**config.mk**
```make
export PLATFORM = sky130hd
export DESIGN_NAME = fsc_status_config
export DESIGN_NICKNAME = d
export VERILOG_FILES = /design/src/design/fsc_pkg.sv /design/src/design/fsc_status_config.sv /design/src/design/fsc_wrap_addr.sv
export SDC_FILE = /design/constraint.sdc
export NUM_CORES = 1
export LEC_CHECK = 0
export ABC_AREA = 1
export BUFFER_PORTS_ARGS = -buffer_cell sky130_fd_sc_hd__buf_2
export CAP_MARGIN = 10
export CORE_UTILIZATION = 40
export CTS_BUF_LIST = sky130_fd_sc_hd__clkbuf_8
export DETAILED_ROUTE_END_ITERATION = 12
export GPL_TIMING_DRIVEN = 0
export MAX_ROUTING_LAYER = met4
export SKIP_LAST_GASP = 1
export SYNTH_ARGS = -nofsm -noshare
export SYNTH_HDL_FRONTEND = slang
export SYNTH_SLANG_ARGS = --single-unit
export TNS_END_PERCENT = 50
```
**constraint.sdc**
```tcl
create_clock -name clk_i -period 1.8 [get_ports clk_i]
set_input_delay 0.18 -clock clk_i [delete_from_list [all_inputs] [get_ports clk_i]]
set_output_delay 0.18 -clock clk_i [all_outputs]
set_load 0.05 [all_outputs]
```
**src/design/fsc_pkg.sv**
```systemverilog
// Purpose: Shared constants for the flash status and configuration bit block
// Assumes: Wishbone classic slave, 32-bit data, byte addresses
// Notes: Offsets are word aligned
package fsc_pkg;
  // Register byte offsets
  localparam logic [7:0] FSC_OFS_STATUS = 8'h00;
  localparam logic [7:0] FSC_OFS_CONFIG = 8'h04;
  localparam logic [7:0] FSC_OFS_CMD = 8'h08;
  localparam logic [7:0] FSC_OFS_TARGET = 8'h0C;
  localparam logic [7:0] FSC_OFS_WDATA = 8'h10;
  localparam logic [7:0] FSC_OFS_READ = 8'h14;
  // Status field positions
  localparam int FSC_BUSY_BIT = 0;
  localparam int FSC_WRLATCH_BIT = 1;
  localparam int FSC_BP_LSB = 2;
  localparam int FSC_BP_MSB = 4;
  localparam int FSC_SUSP_BIT = 5;
  localparam int FSC_CMDOK_BIT = 6;
  // Config field positions
  localparam int FSC_RSV_BIT = 7;
  localparam int FSC_WRAPLEN_LSB = 5;
  localparam int FSC_WRAPDIS_BIT = 4;
  localparam int FSC_LAT_LSB = 0;
  // Reset values
  localparam logic [7:0] FSC_CONFIG_RST = 8'h70;
  localparam logic [2:0] FSC_BP_RST = 3'h0;
  // Timing count in clk cycles, address width in bits
  localparam int FSC_OP_CYCLES = 16;
  localparam int FSC_ADDR_W = 22;
  // Command codes written to the command register
  typedef enum logic [3:0] {
    FSC_CMD_WREN = 4'h1,
    FSC_CMD_WRDI = 4'h2,
    FSC_CMD_PROG = 4'h3,
    FSC_CMD_SECT_ERASE = 4'h4,
    FSC_CMD_BLK_ERASE = 4'h5,
    FSC_CMD_CHIP_ERASE = 4'h6,
    FSC_CMD_WRSR = 4'h7,
    FSC_CMD_SEC_ERASE = 4'h8,
    FSC_CMD_SEC_PROG = 4'h9,
    FSC_CMD_VWREN = 4'hA,
    FSC_CMD_SUSPEND = 4'hB,
    FSC_CMD_RESUME = 4'hC,
    FSC_CMD_RDSR = 4'hD
  } fsc_cmd_type;
endpackage : fsc_pkg

```
**src/design/fsc_status_config.sv**
```systemverilog
// Purpose: Status and read configuration bits of a serial flash core
// Assumes: Wishbone classic slave, one clock, synchronous reset is power-up
// Notes: Embedded operations are timed by a fixed cycle count
//
// Summary of operation
// - Config bit 7 reserved, reads zero
// - Wrap length selects 8/16/32/64 byte window
// - Latency field sets fast/multi-IO read latency
// - Latency 1..15 cycles, zero disables variable
// - Busy set during program, erase, status write
// - Busy ignores all but status read, suspend
// - Busy clears when operation completes
// - Write enable sets write enable latch
// - Latch cleared at reset and write commands
// - Latch cleared even when protection blocks
// - Suspend clears write enable latch
// - Resume sets write enable latch again
// - Block protect bits 4:2, status write only
// - Block protect shields none, part, all
// - Block protect resets to zero
// - Command touching protected region is ignored
// - Operation starts only with latch set
//
// Design decisions made here: the register offsets and the Wishbone interface to the registers.
`timescale 1ns/1ns
`default_nettype none
module fsc_status_config #(
  parameter int OP_CYCLES = fsc_pkg::FSC_OP_CYCLES,
  parameter int ADDR_W = fsc_pkg::FSC_ADDR_W
) (
  // Clock and reset
  input wire logic clk_i,
  input wire logic rst_i,
  // Wishbone slave
  input wire logic wb_cyc_i,
  input wire logic wb_stb_i,
  input wire logic wb_we_i,
  input wire logic [7:0] wb_adr_i,
  input wire logic [3:0] wb_sel_i,
  input wire logic [31:0] wb_dat_i,
  output logic [31:0] wb_dat_o,
  output logic wb_ack_o,
  // Read path settings to the array logic
  output logic [3:0] read_latency_o,
  output logic var_latency_en_o,
  output logic [ADDR_W-1:0] read_addr_o
);
  import fsc_pkg::*;

  typedef enum logic [2:0] {
    FSC_ST_IDLE = 3'b001,
    FSC_ST_BUSY = 3'b010,
    FSC_ST_SUSP = 3'b100
  } fsc_state_type;

  localparam int CNT_W = $clog2(OP_CYCLES + 1);

  fsc_state_type state_r;
  logic write_enable_latch_r;
  logic [2:0] bp_r;
  logic [7:0] config_r;
  logic cmd_ok_r;
  logic vwren_r;
  logic [CNT_W-1:0] cnt_r;
  logic [ADDR_W-1:0] target_r;
  logic [7:0] wdata_r;
  logic [7:0] read_idx_r;
  logic pend_wrsr_r;
  logic [7:0] pend_data_r;
  logic pend_vol_r;
  logic pend_sr_r;
  logic [31:0] wb_dat_r;
  logic ack_r;
  logic [ADDR_W-1:0] read_addr_nxt;

  // Top-of-array region protected for a block protect code, 64 kB blocks
  function automatic logic is_protected(input logic [2:0] bp, input logic [ADDR_W-1:0] adr,
                                        input logic chip);
    logic [ADDR_W-1:0] lim;
    lim = '0;
    if (bp == 3'h0) begin
      is_protected = 1'b0;
    end else if (bp == 3'h7 || chip) begin
      is_protected = 1'b1;
    end else begin
      // Protected portion is the upper 1/2^(7-bp) of the array
      lim = ~(({ADDR_W{1'b1}}) >> (3'h7 - bp));
      is_protected = (adr >= lim);
    end
  endfunction : is_protected

  // Register select, shared by the read, write and command decoders
  function automatic logic reg_sel(input logic [7:0] adr, input logic [7:0] ofs);
    reg_sel = (adr == ofs);
  endfunction : reg_sel

  function automatic logic is_write_cmd(input logic [3:0] c);
    is_write_cmd = (c == FSC_CMD_PROG) || (c == FSC_CMD_SECT_ERASE) || (c == FSC_CMD_BLK_ERASE) ||
                   (c == FSC_CMD_CHIP_ERASE) || (c == FSC_CMD_WRSR) || (c == FSC_CMD_SEC_ERASE) ||
                   (c == FSC_CMD_SEC_PROG);
  endfunction : is_write_cmd

  function automatic logic is_array_cmd(input logic [3:0] c);
    is_array_cmd = (c == FSC_CMD_PROG) || (c == FSC_CMD_SECT_ERASE) || (c == FSC_CMD_BLK_ERASE) ||
                   (c == FSC_CMD_CHIP_ERASE);
  endfunction : is_array_cmd

  logic req;
  logic wr_stb;
  logic rd_stb;
  logic cmd_stb;
  logic [3:0] cmd_code;
  logic cmd_blocked;
  logic cmd_prot;
  logic [7:0] status_byte;

  assign req = wb_cyc_i && wb_stb_i && !ack_r;
  assign wr_stb = req && wb_we_i && wb_sel_i[0];
  assign rd_stb = req && !wb_we_i;
  assign cmd_stb = wr_stb && reg_sel(wb_adr_i, FSC_OFS_CMD);
  // Status byte as software sees it
  assign status_byte = {1'b0, cmd_ok_r, state_r == FSC_ST_SUSP, bp_r, write_enable_latch_r,
                        state_r == FSC_ST_BUSY};
  assign cmd_code = wb_dat_i[3:0];
  // Only status read and suspend get through while busy
  assign cmd_blocked = (state_r == FSC_ST_BUSY) && (cmd_code != FSC_CMD_SUSPEND) &&
                       (cmd_code != FSC_CMD_RDSR);
  assign cmd_prot = is_array_cmd(cmd_code) &&
                    is_protected(bp_r, target_r, cmd_code == FSC_CMD_CHIP_ERASE);

  // Bus answer: registered ack one cycle after the request, ack drops the cycle after
  always_ff @(posedge clk_i) begin
    if (rst_i) begin
      ack_r <= 1'b0;
    end else begin
      ack_r <= req;
    end
  end

  always_ff @(posedge clk_i) begin
    if (rst_i) begin
      wb_dat_r <= 32'h0000_0000;
    end else if (rd_stb) begin
      if (reg_sel(wb_adr_i, FSC_OFS_STATUS)) begin
        wb_dat_r <= {24'h0, status_byte};
      end else if (reg_sel(wb_adr_i, FSC_OFS_CONFIG)) begin
        wb_dat_r <= {24'h0, 1'b0, config_r[6:0]};
      end else if (reg_sel(wb_adr_i, FSC_OFS_TARGET)) begin
        wb_dat_r <= 32'(target_r);
      end else if (reg_sel(wb_adr_i, FSC_OFS_WDATA)) begin
        wb_dat_r <= {24'h0, wdata_r};
      end else if (reg_sel(wb_adr_i, FSC_OFS_READ)) begin
        wb_dat_r <= {24'h0, read_idx_r};
      end else begin
        wb_dat_r <= 32'h0000_0000;
      end
    end
  end

  // Operand registers
  always_ff @(posedge clk_i) begin
    if (rst_i) begin
      target_r <= '0;
      wdata_r <= 8'h00;
      read_idx_r <= 8'h00;
    end else if (wr_stb) begin
      if (reg_sel(wb_adr_i, FSC_OFS_TARGET)) begin
        target_r <= wb_dat_i[ADDR_W-1:0];
      end else if (reg_sel(wb_adr_i, FSC_OFS_WDATA)) begin
        wdata_r <= wb_dat_i[7:0];
      end else if (reg_sel(wb_adr_i, FSC_OFS_READ)) begin
        read_idx_r <= wb_dat_i[7:0];
      end
    end
  end

  // Last command accepted or refused, for software to check
  always_ff @(posedge clk_i) begin
    if (rst_i) begin
      cmd_ok_r <= 1'b1;
    end else if (cmd_stb) begin
      cmd_ok_r <= !cmd_blocked && !(is_write_cmd(cmd_code) && (!write_enable_latch_r || cmd_prot));
    end
  end

  // Operation sequencer
  always_ff @(posedge clk_i) begin
    if (rst_i) begin
      state_r <= FSC_ST_IDLE;
      cnt_r <= '0;
      pend_wrsr_r <= 1'b0;
      pend_data_r <= 8'h00;
      pend_vol_r <= 1'b0;
      pend_sr_r <= 1'b0;
    end else begin
      pend_wrsr_r <= 1'b0;
      case (state_r)
        FSC_ST_IDLE: begin
          if (cmd_stb && is_write_cmd(cmd_code) && write_enable_latch_r && !cmd_prot) begin
            state_r <= FSC_ST_BUSY;
            cnt_r <= CNT_W'(OP_CYCLES);
            pend_data_r <= wdata_r;
            pend_vol_r <= (cmd_code == FSC_CMD_WRSR) && vwren_r;
            pend_sr_r <= (cmd_code == FSC_CMD_WRSR);
            pend_wrsr_r <= 1'b0;
          end
        end
        FSC_ST_BUSY: begin
          // Suspend freezes the count, so resume carries on from there
          if (cmd_stb && cmd_code == FSC_CMD_SUSPEND) begin
            state_r <= FSC_ST_SUSP;
          end else if (cnt_r <= CNT_W'(1)) begin
            state_r <= FSC_ST_IDLE;
            // Program and erase must never touch the protect or config bits
            pend_wrsr_r <= pend_sr_r;
          end else begin
            cnt_r <= cnt_r - CNT_W'(1);
          end
        end
        FSC_ST_SUSP: begin
          if (cmd_stb && cmd_code == FSC_CMD_RESUME) begin
            state_r <= FSC_ST_BUSY;
          end
        end
        default: begin
          state_r <= FSC_ST_IDLE;
        end
      endcase
    end
  end

  // Write enable latch
  always_ff @(posedge clk_i) begin
    if (rst_i) begin
      write_enable_latch_r <= 1'b0;
    end else if (cmd_stb && !cmd_blocked) begin
      if (cmd_code == FSC_CMD_WREN) begin
        write_enable_latch_r <= 1'b1;
      end else if (cmd_code == FSC_CMD_WRDI || is_write_cmd(cmd_code)) begin
        write_enable_latch_r <= 1'b0;
      end else if (cmd_code == FSC_CMD_SUSPEND && state_r == FSC_ST_BUSY) begin
        write_enable_latch_r <= 1'b0;
      end else if (cmd_code == FSC_CMD_RESUME && state_r == FSC_ST_SUSP) begin
        write_enable_latch_r <= 1'b1;
      end
    end
  end

  // Volatile write enable qualifies a status write only when it is the very next command
  always_ff @(posedge clk_i) begin
    if (rst_i) begin
      vwren_r <= 1'b0;
    end else if (cmd_stb && !cmd_blocked) begin
      vwren_r <= (cmd_code == FSC_CMD_VWREN);
    end
  end

  // Status write lands when the operation completes
  // Limitation: rst_i stands for factory state, so it clears protection too
  always_ff @(posedge clk_i) begin
    if (rst_i) begin
      bp_r <= FSC_BP_RST;
    end else if (pend_wrsr_r && !pend_vol_r) begin
      bp_r <= pend_data_r[FSC_BP_MSB:FSC_BP_LSB];
    end
  end

  always_ff @(posedge clk_i) begin
    if (rst_i) begin
      config_r <= FSC_CONFIG_RST;
    end else if (pend_wrsr_r && pend_vol_r) begin
      config_r <= {1'b0, pend_data_r[6:0]};
    end
  end

  fsc_wrap_addr #(
    .ADDR_W(ADDR_W)
  ) u_wrap (
    .start_i(target_r),
    .index_i(read_idx_r),
    .wrap_len_i(config_r[FSC_WRAPLEN_LSB+1:FSC_WRAPLEN_LSB]),
    .wrap_dis_i(config_r[FSC_WRAPDIS_BIT]),
    .addr_o(read_addr_nxt)
  );

  // Read path outputs registered
  always_ff @(posedge clk_i) begin
    if (rst_i) begin
      read_latency_o <= 4'h0;
      var_latency_en_o <= 1'b0;
      read_addr_o <= '0;
    end else begin
      read_latency_o <= config_r[FSC_LAT_LSB+3:FSC_LAT_LSB];
      var_latency_en_o <= (config_r[FSC_LAT_LSB+3:FSC_LAT_LSB] != 4'h0);
      read_addr_o <= read_addr_nxt;
    end
  end

  assign wb_ack_o = ack_r;
  assign wb_dat_o = wb_dat_r;
endmodule : fsc_status_config
`default_nettype wire

```
**src/design/fsc_wrap_addr.sv**
```systemverilog
// Purpose: Wrapped burst address generator for reads
// Assumes: Start and index are byte addresses
// Notes: Pure combinational
`timescale 1ns/1ns
`default_nettype none
module fsc_wrap_addr #(
  parameter int ADDR_W = 22
) (
  // Inputs
  input wire logic [ADDR_W-1:0] start_i,
  input wire logic [7:0] index_i,
  input wire logic [1:0] wrap_len_i,
  input wire logic wrap_dis_i,
  // Output
  output logic [ADDR_W-1:0] addr_o
);
  logic [ADDR_W-1:0] lin;
  logic [ADDR_W-1:0] mask;
  always_comb begin
    lin = start_i + ADDR_W'(index_i);
    // 8 << len gives 8, 16, 32 or 64 byte windows
    mask = ADDR_W'((8'h08 << wrap_len_i) - 8'h01);
    if (wrap_dis_i) begin
      addr_o = lin;
    end else begin
      addr_o = (start_i & ~mask) | (lin & mask);
    end
  end
endmodule : fsc_wrap_addr
`default_nettype wire

```
Word level (Yosys, flattened, before mapping)
Index checks and enable logic that the tools add are counted.
W data, S select, Z words.
{ "totals": {"reg_bits": 129, "out_inout_bits": 60} }
{ "classes": {"add_sub_neg": 4, "magnitude_cmp": 2, "n_eq_ne": 28, "n_shift": 2, "muxes": 21, "bitwise": 9, "n_reduce_logical": 51} }
{ "ops": {"columns": ["operator", "n"], "rows": [
  ["$mux W22", 4],
  ["$and A22 B22 Y22", 2],
  ["$not A22 Y22", 2],
  ["$add A22 B8 Y22", 1],
  ["$ge A22 B22 Y1", 1],
  ["$logic_and A1 B1 Y1", 22],
  ["$or A22 B22 Y22", 1],
  ["$shl A4 B2 Y22 const A", 1],
  ["$shr A22 B3 Y22 const A", 1],
  ["$sub A22 B1 Y22 const B", 1],
  ["$eq A4 B4 Y1 const B", 5],
  ["$eq A4 B3 Y1 const B", 4],
  ["$eq A8 B4 Y1 const B", 2],
  ["$eq A8 B5 Y1 const B", 2],
  ["$mux W8", 2],
  ["$mux W5", 3],
  ["$mux W3", 4],
  ["$pmux W5 S2", 1],
  ["$logic_or A1 B1 Y1", 9],
  ["$pmux W3 S3", 1],
  ["$eq A4 B2 Y1 const B", 2],
  ["$eq A8 B3 Y1 const B", 1],
  ["$logic_not A8 Y1", 1],
  ["$ne A4 B4 Y1 const B", 2],
  ["other kinds (20)", 42]
]} }

Longest topological paths before layout
Gate-level depths: netlist of the first run.
{ "depth": {"ltp_word": 12, "mapped_depth": 18, "ltp_nobuf": 18} }

By module
Synthesis of the first run repeated with hierarchy kept, for this count alone.
{ "unflattened": {"cells_unflattened": 886, "area_unflattened_um2": 6152.2} }
{ "modules_own_cells": {"columns": ["module", "instances", "cells_each", "area_per_inst_um2", "seq_area_each_um2"], "rows": [
  ["fsc_status_config", 1, 680, 5074.9, 2382.3],
  ["fsc_wrap_addr", 1, 206, 1077.3, 0.0]
]} }

Worst setup path after synthesis of the first run
Ideal clock, no wire load.
{ "synth_path": {"kind": "reg2reg", "startpoint": "register target_r[0]", "endpoint": "register read_addr_o[20]", "setup_time_ns": 0.115, "arrival_ns": 1.808, "required_ns": 1.685, "path_slack_ns": -0.123, "stages_incl_launch_ff": 14, "path_buffers": 0, "path_cell_list": "dfxtp_1 > ha_1 > inv_1 > fa_1 > inv_1 > nand2_1 > o21ai_2 > nand2_1 > nand2_1 > nand3b_1 > nor2_1 > nand3_1 > nand2_1 > nor2_1"} }
{ "synth_between": {"elab_chain_len": 4} }
{ "synth_rtl": {"columns": ["element", "line", "source"], "rows": [
  ["start: declaration", "fsc_status_config.sv:65", "logic [ADDR_W-1:0] target_r;"],
  ["start signal: assignment", "fsc_status_config.sv:168", "target_r <= wb_dat_i[ADDR_W-1:0];"],
  ["$add A22 B8 Y22 (*)", "fsc_wrap_addr.sv:20", "lin = start_i + ADDR_W'(index_i);"],
  ["$and A22 B22 Y22", "fsc_wrap_addr.sv:26", "addr_o = (start_i & ~mask) | (lin & mask);"],
  ["$or A22 B22 Y22", "fsc_wrap_addr.sv:26", null],
  ["$mux W22 (*)", "fsc_wrap_addr.sv:23", "if (wrap_dis_i) begin"],
  ["end signal: assignment", "fsc_status_config.sv:295", "read_addr_o <= read_addr_nxt;"],
  ["end: declaration", "fsc_status_config.sv:46", "output logic [ADDR_W-1:0] read_addr_o"]
]} }
Every way passes the cells marked *; elsewhere a longest branch is shown, timed or not.
A chain may end at the register's enable or synchronous reset.

Worst setup path after layout of the first run
{ "layout_path": {"startpoint": "register target_r[0]", "endpoint": "register read_addr_o[16]"} }
Same word-level chain as after synthesis.

==> out/metrics.yaml, run 1 <==
status: "finished with violations"
violations: "negative setup slack"
timing.final.crit_share_pct: 118
ir_drop_uv: 422
async_reset_ff_share_pct: 0
grt_pass1_wl_um: 25400
cts_buffer_depth: 2
netlist_instances: 800
timing.final.ws_setup_ns: -0.322
synth_area_leaders: "dfxtp_1 (41%), nand2_1 (10%), a21oi_1 (8.9%)"
syn2layout_area_growth_pct: 27.8
syn_area_sq_um: 5740
wl_per_cell_um: 14.6
p_sw_uw: 1300
path_clk_slew_ns: 0.07
vias: 5658
syn_area_per_cell_sq_um: 7.18
hold_ws_ns: 0.0225
utilization_pct: 52.7
io_buffers: 83
max_freq_mhz: 471
leakage_uw: 0.00322
switching_share_pct: 23.0
routed_wl_um: 16400
clock-sinks: 119
grt_pass1_vias: 5002
ys_seq_area_share_pct: 41.5
rsz0062_at_grt: "yes"
powerDensity_nw_per_um2: 771
gp_congestion: 0.878
drt-initial-drc-count: 396
synth_top_area_cell: "dfxtp_1"
pwr-share-seq_pct: 46.7
yosys_warnings: 0
worstPathArrival_ns: 2.43
drv_cap: 0
root_buffer: "clkbuf_8"
min_period_ns: 2.12
nets: 1000
yosys.cell_types.count: 42
worstMarginPinSlew_ns: 0.835
comb_power_share_pct: 5.7
clock_latency_ns: 0.44
drive_above_1_share_pct: 26.2
clkPwrFrac_pct: 47.6
antenna_found_initial: 0
start_kind: "flip-flop"
setup-violations-final: 26
synth_top_area_share_pct: 41.5
core_sq_um: 13900
die_height_um: 122
grt_max_degree: 17
critPathCaptureType: "flip-flop"
grt.overflow.total: 0
ys_top_cells_by_count: "nand2_1 (157), dfxtp_1 (119), a21oi_1 (102)"
synth_edf_count: 0
ys_ff_latch: 119
antenna_cells: 0
htree_levels: 4
ant_nets: 0
grtUsageTotal_pct: 23.4
chipWidth_um: 122
cts_made_buffers: 17
critPathKind: "flip-flop to flip-flop"
drv_slew: 0
skew_ns: 0.00820
die_area_sq_um: 14800
first_pass_iters: 7
drt-vias-per-instance: 5.03
p_int_uw: 4360
hold_viol_final: 0
core.rowCount: 43
start_util_pct: 41.2
synth_ff_type: "dfxtp_1"
yosysMostFrequentCell: "nand2_1"
worstPathMaxFanout: 5
drc_errors: 0
relSlewSlack_pct: 44.0
pin_count: 109
cp.required_ns: 2.11
hpwl_um: 12200
cts_tree: "yes"
hold_class: "input pin to flip-flop"
==> power groups by stage <==
stage | combinational [uW] | sequential, uW | clock [uW]
2_1_floorplan | 175 | 2730 | 0
3_3_place_gp | 315 | 2710 | 0
3_5_place_dp | 314 | 2710 | 0
4_1_cts | 317 | 2640 | 2730
5_1_grt | 350 | 2640 | 2860
6_report | 324 | 2650 | 2690
==> kinds of logic (layout without fill, tap and decap cells) <==
group	count (synthesis)	in the layout	share of synthesized area, %
simple gates	316	318	25.2
compound gates	198	198	18.2
buf+inv	143	277	10.2
flops	119	119	41.5
fa+ha+maj	19	19	4.27
xor+xnor	4	4	0.610
other cells	1	10	0.0653
==> layout by cell type, fill, tap and decap left out, types with 4 or more instances in the layout <==
master / netlist / layout
nor3_2: 3 / 4
clkbuf_8: 0 / 21
nand3_2: 4 / 6
buf_2: 4 / 87
bufinv_16: 0 / 4
ha_4: 0 / 5
nand2_4: 2 / 8
dfxtp_1: 119 / 111
conb_1: 1 / 10
o21ai_0: 71 / 66
nand2_2: 4 / 13
clkbuf_1: 20 / 19
nand2_1: 157 / 141
buf_4: 12 / 29
nor2_4: 5 / 7
a21oi_2: 0 / 9
nor2_2: 4 / 12
inv_1: 96 / 95
dfxtp_2: 0 / 7
nor2_1: 66 / 57
ha_1: 18 / 13
a31oi_1: 4 / 4
o21ai_1: 2 / 4
nand3_1: 49 / 44
a21oi_1: 102 / 93
inv_2: 11 / 13
nand3_4: 1 / 4
nor3_1: 13 / 12
o211ai_1: 6 / 6
==> worst max-delay path: stages, from the launching register on <==
cell,delay (ns)
dfxtp_2,0.36
ha_4,0.15
inv_4,0.03
fa_2,0.32
inv_2,0.08
nand2_4,0.05
o21ai_4,0.14
nand2_1,0.09
nand2_2,0.09
nand3b_1,0.24
nor2_4,0.24
nand3_1,0.09
nand2_1,0.08
nor2_1,0.03
==> layer usage <==
metal / wire length, um / GRT usage (%)
met4: 429 / 9.49
met1: 7620 / 30.2
met3: 1110 / 4.87
met5: 0 / -
met2: 7250 / 35.4
==> flip-flops by register name, indices dropped and copies added, names as in the netlist, 3 cells and up <==
register and count:
read_addr_o 22, pend_data_r 7, read_idx_r 8, cnt_r 5
target_r 22, wdata_r 8, wb_dat_o 22, state_r 3
config_r 7, read_latency_o 4, bp_r 3
==> path summary, 6_finish.rpt <==
path / startpoint / end / slack [ns] / cells after the start
setup / recovery: target_r[0] / read_addr_o[16] / -0.32 / 13
hold / removal: wb_dat_i[4] / target_r[4] / 0.02 / 3
setup reg to reg: target_r[0] / read_addr_o[16] / -0.32 / 13
hold reg to reg: wb_dat_o[16] / wb_dat_o[16] / 0.46 / 2
==> cell type report <==
type	count	area (sq um)
Multi-Input combinational cell	549	3120
Sequential cell	119	2390
Timing Repair Buffer	102	564
Inverter	107	407
Clock buffer	21	289
Clock inverter	11	154
Buffer	36	186
Tap cell	180	225
Fill cell	1386	6600
==> stage by stage <==
stage | setup WS (ns) | cells | cell area [sq um] | setup TNS, ns | power, uW
floorplan | -0.0741 | 809 | 5800 | -0.160 | 2900
global placement | -0.444 | 1072 | 6440 | -8.85 | 3020
detailed placement | -0.455 | 1072 | 6440 | -9.44 | 3020
finish | -0.322 | 1125 | 7340 | -4.38 | 5660
global route | -0.481 | 1125 | 7340 | -8.31 | 5850
CTS | -0.285 | 1121 | 7170 | -4.60 | 5690
==> what timing repair did <==
action,4_1_cts,5_1_grt
cloned,2,0
endpoints found under the setup margin,34,60
hold endpoints to repair,1,0
gates resized for setup,37,41
hold buffers,1,0
setup buffers,14,4
pin swaps,20,22
Power figures use the tool's default switching activity.
==> inputs of run 2 (changes only) <==
--- a/config.mk
+++ b/config.mk
@@ -13,6 +13,7 @@
 export DETAILED_ROUTE_END_ITERATION = 12
 export GPL_TIMING_DRIVEN = 0
 export MAX_ROUTING_LAYER = met4
+export SETUP_SLACK_MARGIN = 0.2
 export SKIP_LAST_GASP = 1
 export SYNTH_ARGS = -nofsm -noshare
 export SYNTH_HDL_FRONTEND = slang
==> constraint.sdc (replaced) <==
create_clock -name clk_i -period 2.8 [get_ports clk_i]
set_input_delay 0.28 -clock clk_i [delete_from_list [all_inputs] [get_ports clk_i]]
set_output_delay 0.28 -clock clk_i [all_outputs]
set_load 0.05 [all_outputs]
==> out/metrics.yaml, run 2 (synthesis results as in run 1) <==
ir_drop_uv: 227
drive_above_1_share_pct: 18.4
pin_count: 109
critPathSlowestCell: "fa_1"
crit_path_max_incr_delay_ns: 0.37
setup_tns_ns: 0
multi_input_area_sq_um: 2820
comb_power_share_pct: 5.9
path_clk_slew_ns: 0.07
critPathTopFamily: "simple AND/OR/NAND/NOR gates"
min_period_ns: 2.44
cp.required_ns: 3.16
final_common_cell: "nand2_1"
gp_congestion: 0.885
timing.final.crit_share_pct: 87.0
rsz0062_at_grt: "no"
drt-initial-drc-count: 367
htree_levels: 4
syn2layout_area_growth_pct: 19.3
drv_cap: 0
p_int_uw: 2680
skew_ns: 0.00858
wl_per_cell_um: 15.0
worstMarginPinSlew_ns: 0.774
cts_buffer_depth: 2
cts_hold_buf: 0
start_util_pct: 41.2
root_buffer: "clkbuf_8"
critPathCaptureType: "flip-flop"
powerDensity_nw_per_um2: 515
grt_pass1_wl_um: 26100
antenna_cells: 0
worstPathMaxFanout: 4
start_kind: "flip-flop"
routed_wl_um: 16500
hold_class: "input pin to flip-flop"
chipWidth_um: 122
status: "complete, no violations"
pwr-share-seq_pct: 48.3
p_sw_uw: 843
total_power_uw: 3530
switching_share_pct: 23.9
first_pass_iters: 5
cts_tree: "yes"
crit_chain: "ha_2, inv_1, fa_1, inv_1, nand2_1, o21ai_2, nand2_1, nand2_2, nand3b_1, nor2_2, o21ai_0, a21oi_1"
grt_max_degree: 17
nets: 980
die_height_um: 122
hold_viol_final: 0
io_buffers: 83
layout_common_cells: "nand2_1 (156), dfxtp_1 (118), a21oi_1 (102), inv_1 (100), buf_2 (87)"
seqCellArea_sq_um: 2380
drv_slew: 0
vias: 5583
die_area_sq_um: 14800
cp.buffers_inverters: 2
leakage_uw: 0.00299
cts_made_buffers: 17
relSlewSlack_pct: 48.4
grt.overflow.total: 0
setup-violations-final: 0
max_freq_mhz: 410
core.rowCount: 43
drt-vias-per-instance: 5.05
antenna_found_initial: 0
utilization_pct: 49.1
drc_errors: 0
clock_latency_ns: 0.44
hpwl_um: 12600
fill_cells: 1418
grtUsageTotal_pct: 24.2
core_sq_um: 13900
critPathKind: "flip-flop to flip-flop"
clkPwrFrac_pct: 45.9
worstPathArrival_ns: 2.80
ant_nets: 0
grt_pass1_vias: 5077
clock-sinks: 119
run 2: final timing paths:
kind,start,endpoint,slack [ns],depth (start not counted)
worst max register to register,target_r[0],read_addr_o[12],0.36,12
worst min register to register,wb_dat_o[17],wb_dat_o[17],0.46,2
worst min-delay path,wb_dat_i[10],target_r[10],0.07,3
worst max-delay path,target_r[0],read_addr_o[12],0.36,12
run 2: layer usage:
metal	wire length, um	share of wire, %	vias to the layer above	global-route usage (%)
li1	-	-	2820	-
met1	7690	46	2552	31.0
met2	7440	45	181	37.2
met3	1040	6.3	30	5.48
met4	359	2.2	0	8.72
met5	0	0	-	-
run 2: worst register-to-register path: cells and delay by family, from the launching register on:
family	cells	cell delay, ns
buffers and inverters	2	0.16
adder cells (fa/ha/maj)	2	0.56
flip-flops	1	0.36
AO/OA/AOI/OAI	3	0.51
AND/OR/NAND/NOR	5	0.76
run 2: metrics by stage:
step	setup WS, ns	instances	hold WS [ns]	area [sq um]
global route	0.198	1105	0.0775	6850
floorplan	0.877	809	0.415	5780
finish	0.363	1105	0.0697	6850
CTS	0.381	1104	0.0529	6830
global placement	0.425	1072	0.452	6420
detailed placement	0.408	1072	0.456	6420
run 2: timing repair:
action | in CTS | in global routing
setup endpoints to repair | 0 | 5
gates resized for setup | 0 | 5
setup buffers | 0 | 1
run 2: area by class of cell:
| class | instances | share of cell area, % |
|---|---|---|
| multi-input cells | 547 | 41.2 |
| flip-flops and latches | 119 | 34.8 |
| repair buffers | 84 | 6.18 |
| inverters | 107 | 5.87 |
| clock buffers | 20 | 4.02 |
| well taps | 180 | 3.29 |
| plain buffers | 36 | 2.70 |
| clock inverters | 12 | 1.97 |
run 2: power by group through the flow:
stage	Combinational (uW)	Clock [uW]	Sequential, uW
detailed placement	204	0	1740
CTS	205	1650	1700
finish	207	1620	1700
global route	224	1720	1700
global placement	205	0	1740
floorplan	113	0	1750
==> inputs of run 3 (changes only) <==
--- a/config.mk
+++ b/config.mk
@@ -13,6 +13,7 @@
 export DETAILED_ROUTE_END_ITERATION = 12
 export GPL_TIMING_DRIVEN = 0
 export MAX_ROUTING_LAYER = met4
+export REMOVE_ABC_BUFFERS = 1
 export SETUP_SLACK_MARGIN = 0.2
 export SKIP_LAST_GASP = 1
 export SYNTH_ARGS = -nofsm -noshare
==> out/metrics.yaml, run 3 (synthesis results as in run 1) <==
first_pass_iters: 5
setup-violations-final: 0
hpwl_um: 10300
root_buffer: "clkbuf_8"
antenna_found_initial: 0
gp_congestion: 0.859
die_area_sq_um: 14800
start_kind: "flip-flop"
drc_errors: 0
cts_setup_buffers: 0
max_freq_mhz: 426
skew_ns: 0.00880
grt_pass1_vias: 4760
powerDensity_nw_per_um2: 536
clock-sinks: 119
cts_buffer_depth: 2
core.rowCount: 43
cts_hold_buf: 0
min_period_ns: 2.34
layout_common_cells: "nand2_1 (157), dfxtp_1 (119), a21oi_1 (102), inv_1 (97), buf_2 (85)"
drv_cap: 0
routed_wl_um: 14500
grt_pass1_wl_um: 23600
hold_viol_final: 0
critPathCaptureType: "flip-flop"
relSlewSlack_pct: 27.5
final_common_cell: "nand2_1"
status: "complete, no violations"
worstPathMaxFanout: 5
drv_slew: 0
grt.overflow.total: 0
htree_levels: 4
nets: 947
cts-resized-gates: 0
cp.required_ns: 3.09
path_clk_slew_ns: 0.07
grt_max_degree: 54
core_sq_um: 13900
drive_above_1_share_pct: 17.5
cts_made_buffers: 17
start_util_pct: 41.2
ir_drop_uv: 262
pin_count: 109
wl_per_cell_um: 13.6
drt-initial-drc-count: 377
vias: 5264
utilization_pct: 48.1
worstPathArrival_ns: 2.64
critPathKind: "flip-flop to flip-flop"
grtUsageTotal_pct: 21.5
hold_class: "input pin to flip-flop"
ant_nets: 0
chipWidth_um: 122
rsz0062_at_grt: "yes"
io_buffers: 85
drt-vias-per-instance: 4.92
syn2layout_area_growth_pct: 16.8
clock_latency_ns: 0.45
leakage_uw: 0.00292
timing.final.crit_share_pct: 83.7
antenna_cells: 0
final_cells: 1071
cts_tree: "yes"
worstMarginPinSlew_ns: 1.09
placed_cells: 1040
die_height_um: 122
[run 3: cell count changes in the layout (fill, tap and decap cells not counted), sizes merged]
cell and delta:
clkbuf -20, buf -13, inv -2, bufinv +1, clkinv +1, clkinvlp -1
[run 3: where the power goes]
| group | internal [uW] | switching, uW | total, uW |
|---|---|---|---|
| registers | 1700 | 2.69 | 1700 |
| clock network | 1020 | 694 | 1720 |
| logic | 44.4 | 137 | 181 |
| total | 2760 | 833 | 3600 |
[run 3: final cells by class]
cell class / instances / area (sq um)
Tap cell: 180 / 225
Clock buffer: 20 / 275
Timing Repair Buffer: 87 / 460
Sequential cell: 119 / 2380
Clock inverter: 11 / 155
Multi-Input combinational cell: 547 / 2810
Inverter: 107 / 402
Fill cell: 1455 / 7230
[run 3: critical path, stage by stage, from the launching register on]
cell and delay (ns):
dfxtp_1 0.36, ha_1 0.21, inv_1 0.10, fa_1 0.37, inv_1 0.08, nand2_1 0.07
o21ai_2 0.19, nand2_1 0.08, nand2_1 0.11, nand3b_1 0.19, nor2_2 0.23, nand3_1 0.09
nand2_1 0.07, nor2_1 0.04
[run 3: metal layers]
layer / track usage (%) / vias to the layer above / part of all wire [%]
li1: - / 2754 / -
met1: 27.2 / 2344 / 48
met2: 32.8 / 145 / 45
met3: 5.85 / 21 / 5.6
met4: 7.87 / 0 / 1.8
met5: - / - / 0
[run 3: metrics by stage]
stage | TNS, ns | worst slack (ns) | total power [uW] | hold slack (ns) | area [sq um]
2_1_floorplan | 0 | 0.485 | 1840 | 0.347 | 5590
5_1_grt | 0 | 0.197 | 3730 | 0.0763 | 6710
4_1_cts | 0 | 0.433 | 3640 | 0.0546 | 6710
3_3_place_gp | -21.78 | -0.807 | 1920 | 0.442 | 6240
6_report | 0 | 0.455 | 3600 | 0.0682 | 6710
3_5_place_dp | 0 | 0.456 | 1920 | 0.447 | 6280
[run 3: worst paths after layout]
kind	startpoint	endpoint	slack, ns	cells after the start
worst min-delay path	wb_dat_i[10]	target_r[10]	0.07	3
worst max register to register	target_r[0]	read_addr_o[18]	0.46	13
worst max-delay path	target_r[0]	read_addr_o[18]	0.46	13
worst min register to register	wdata_r[7]	wdata_r[7]	0.45	2
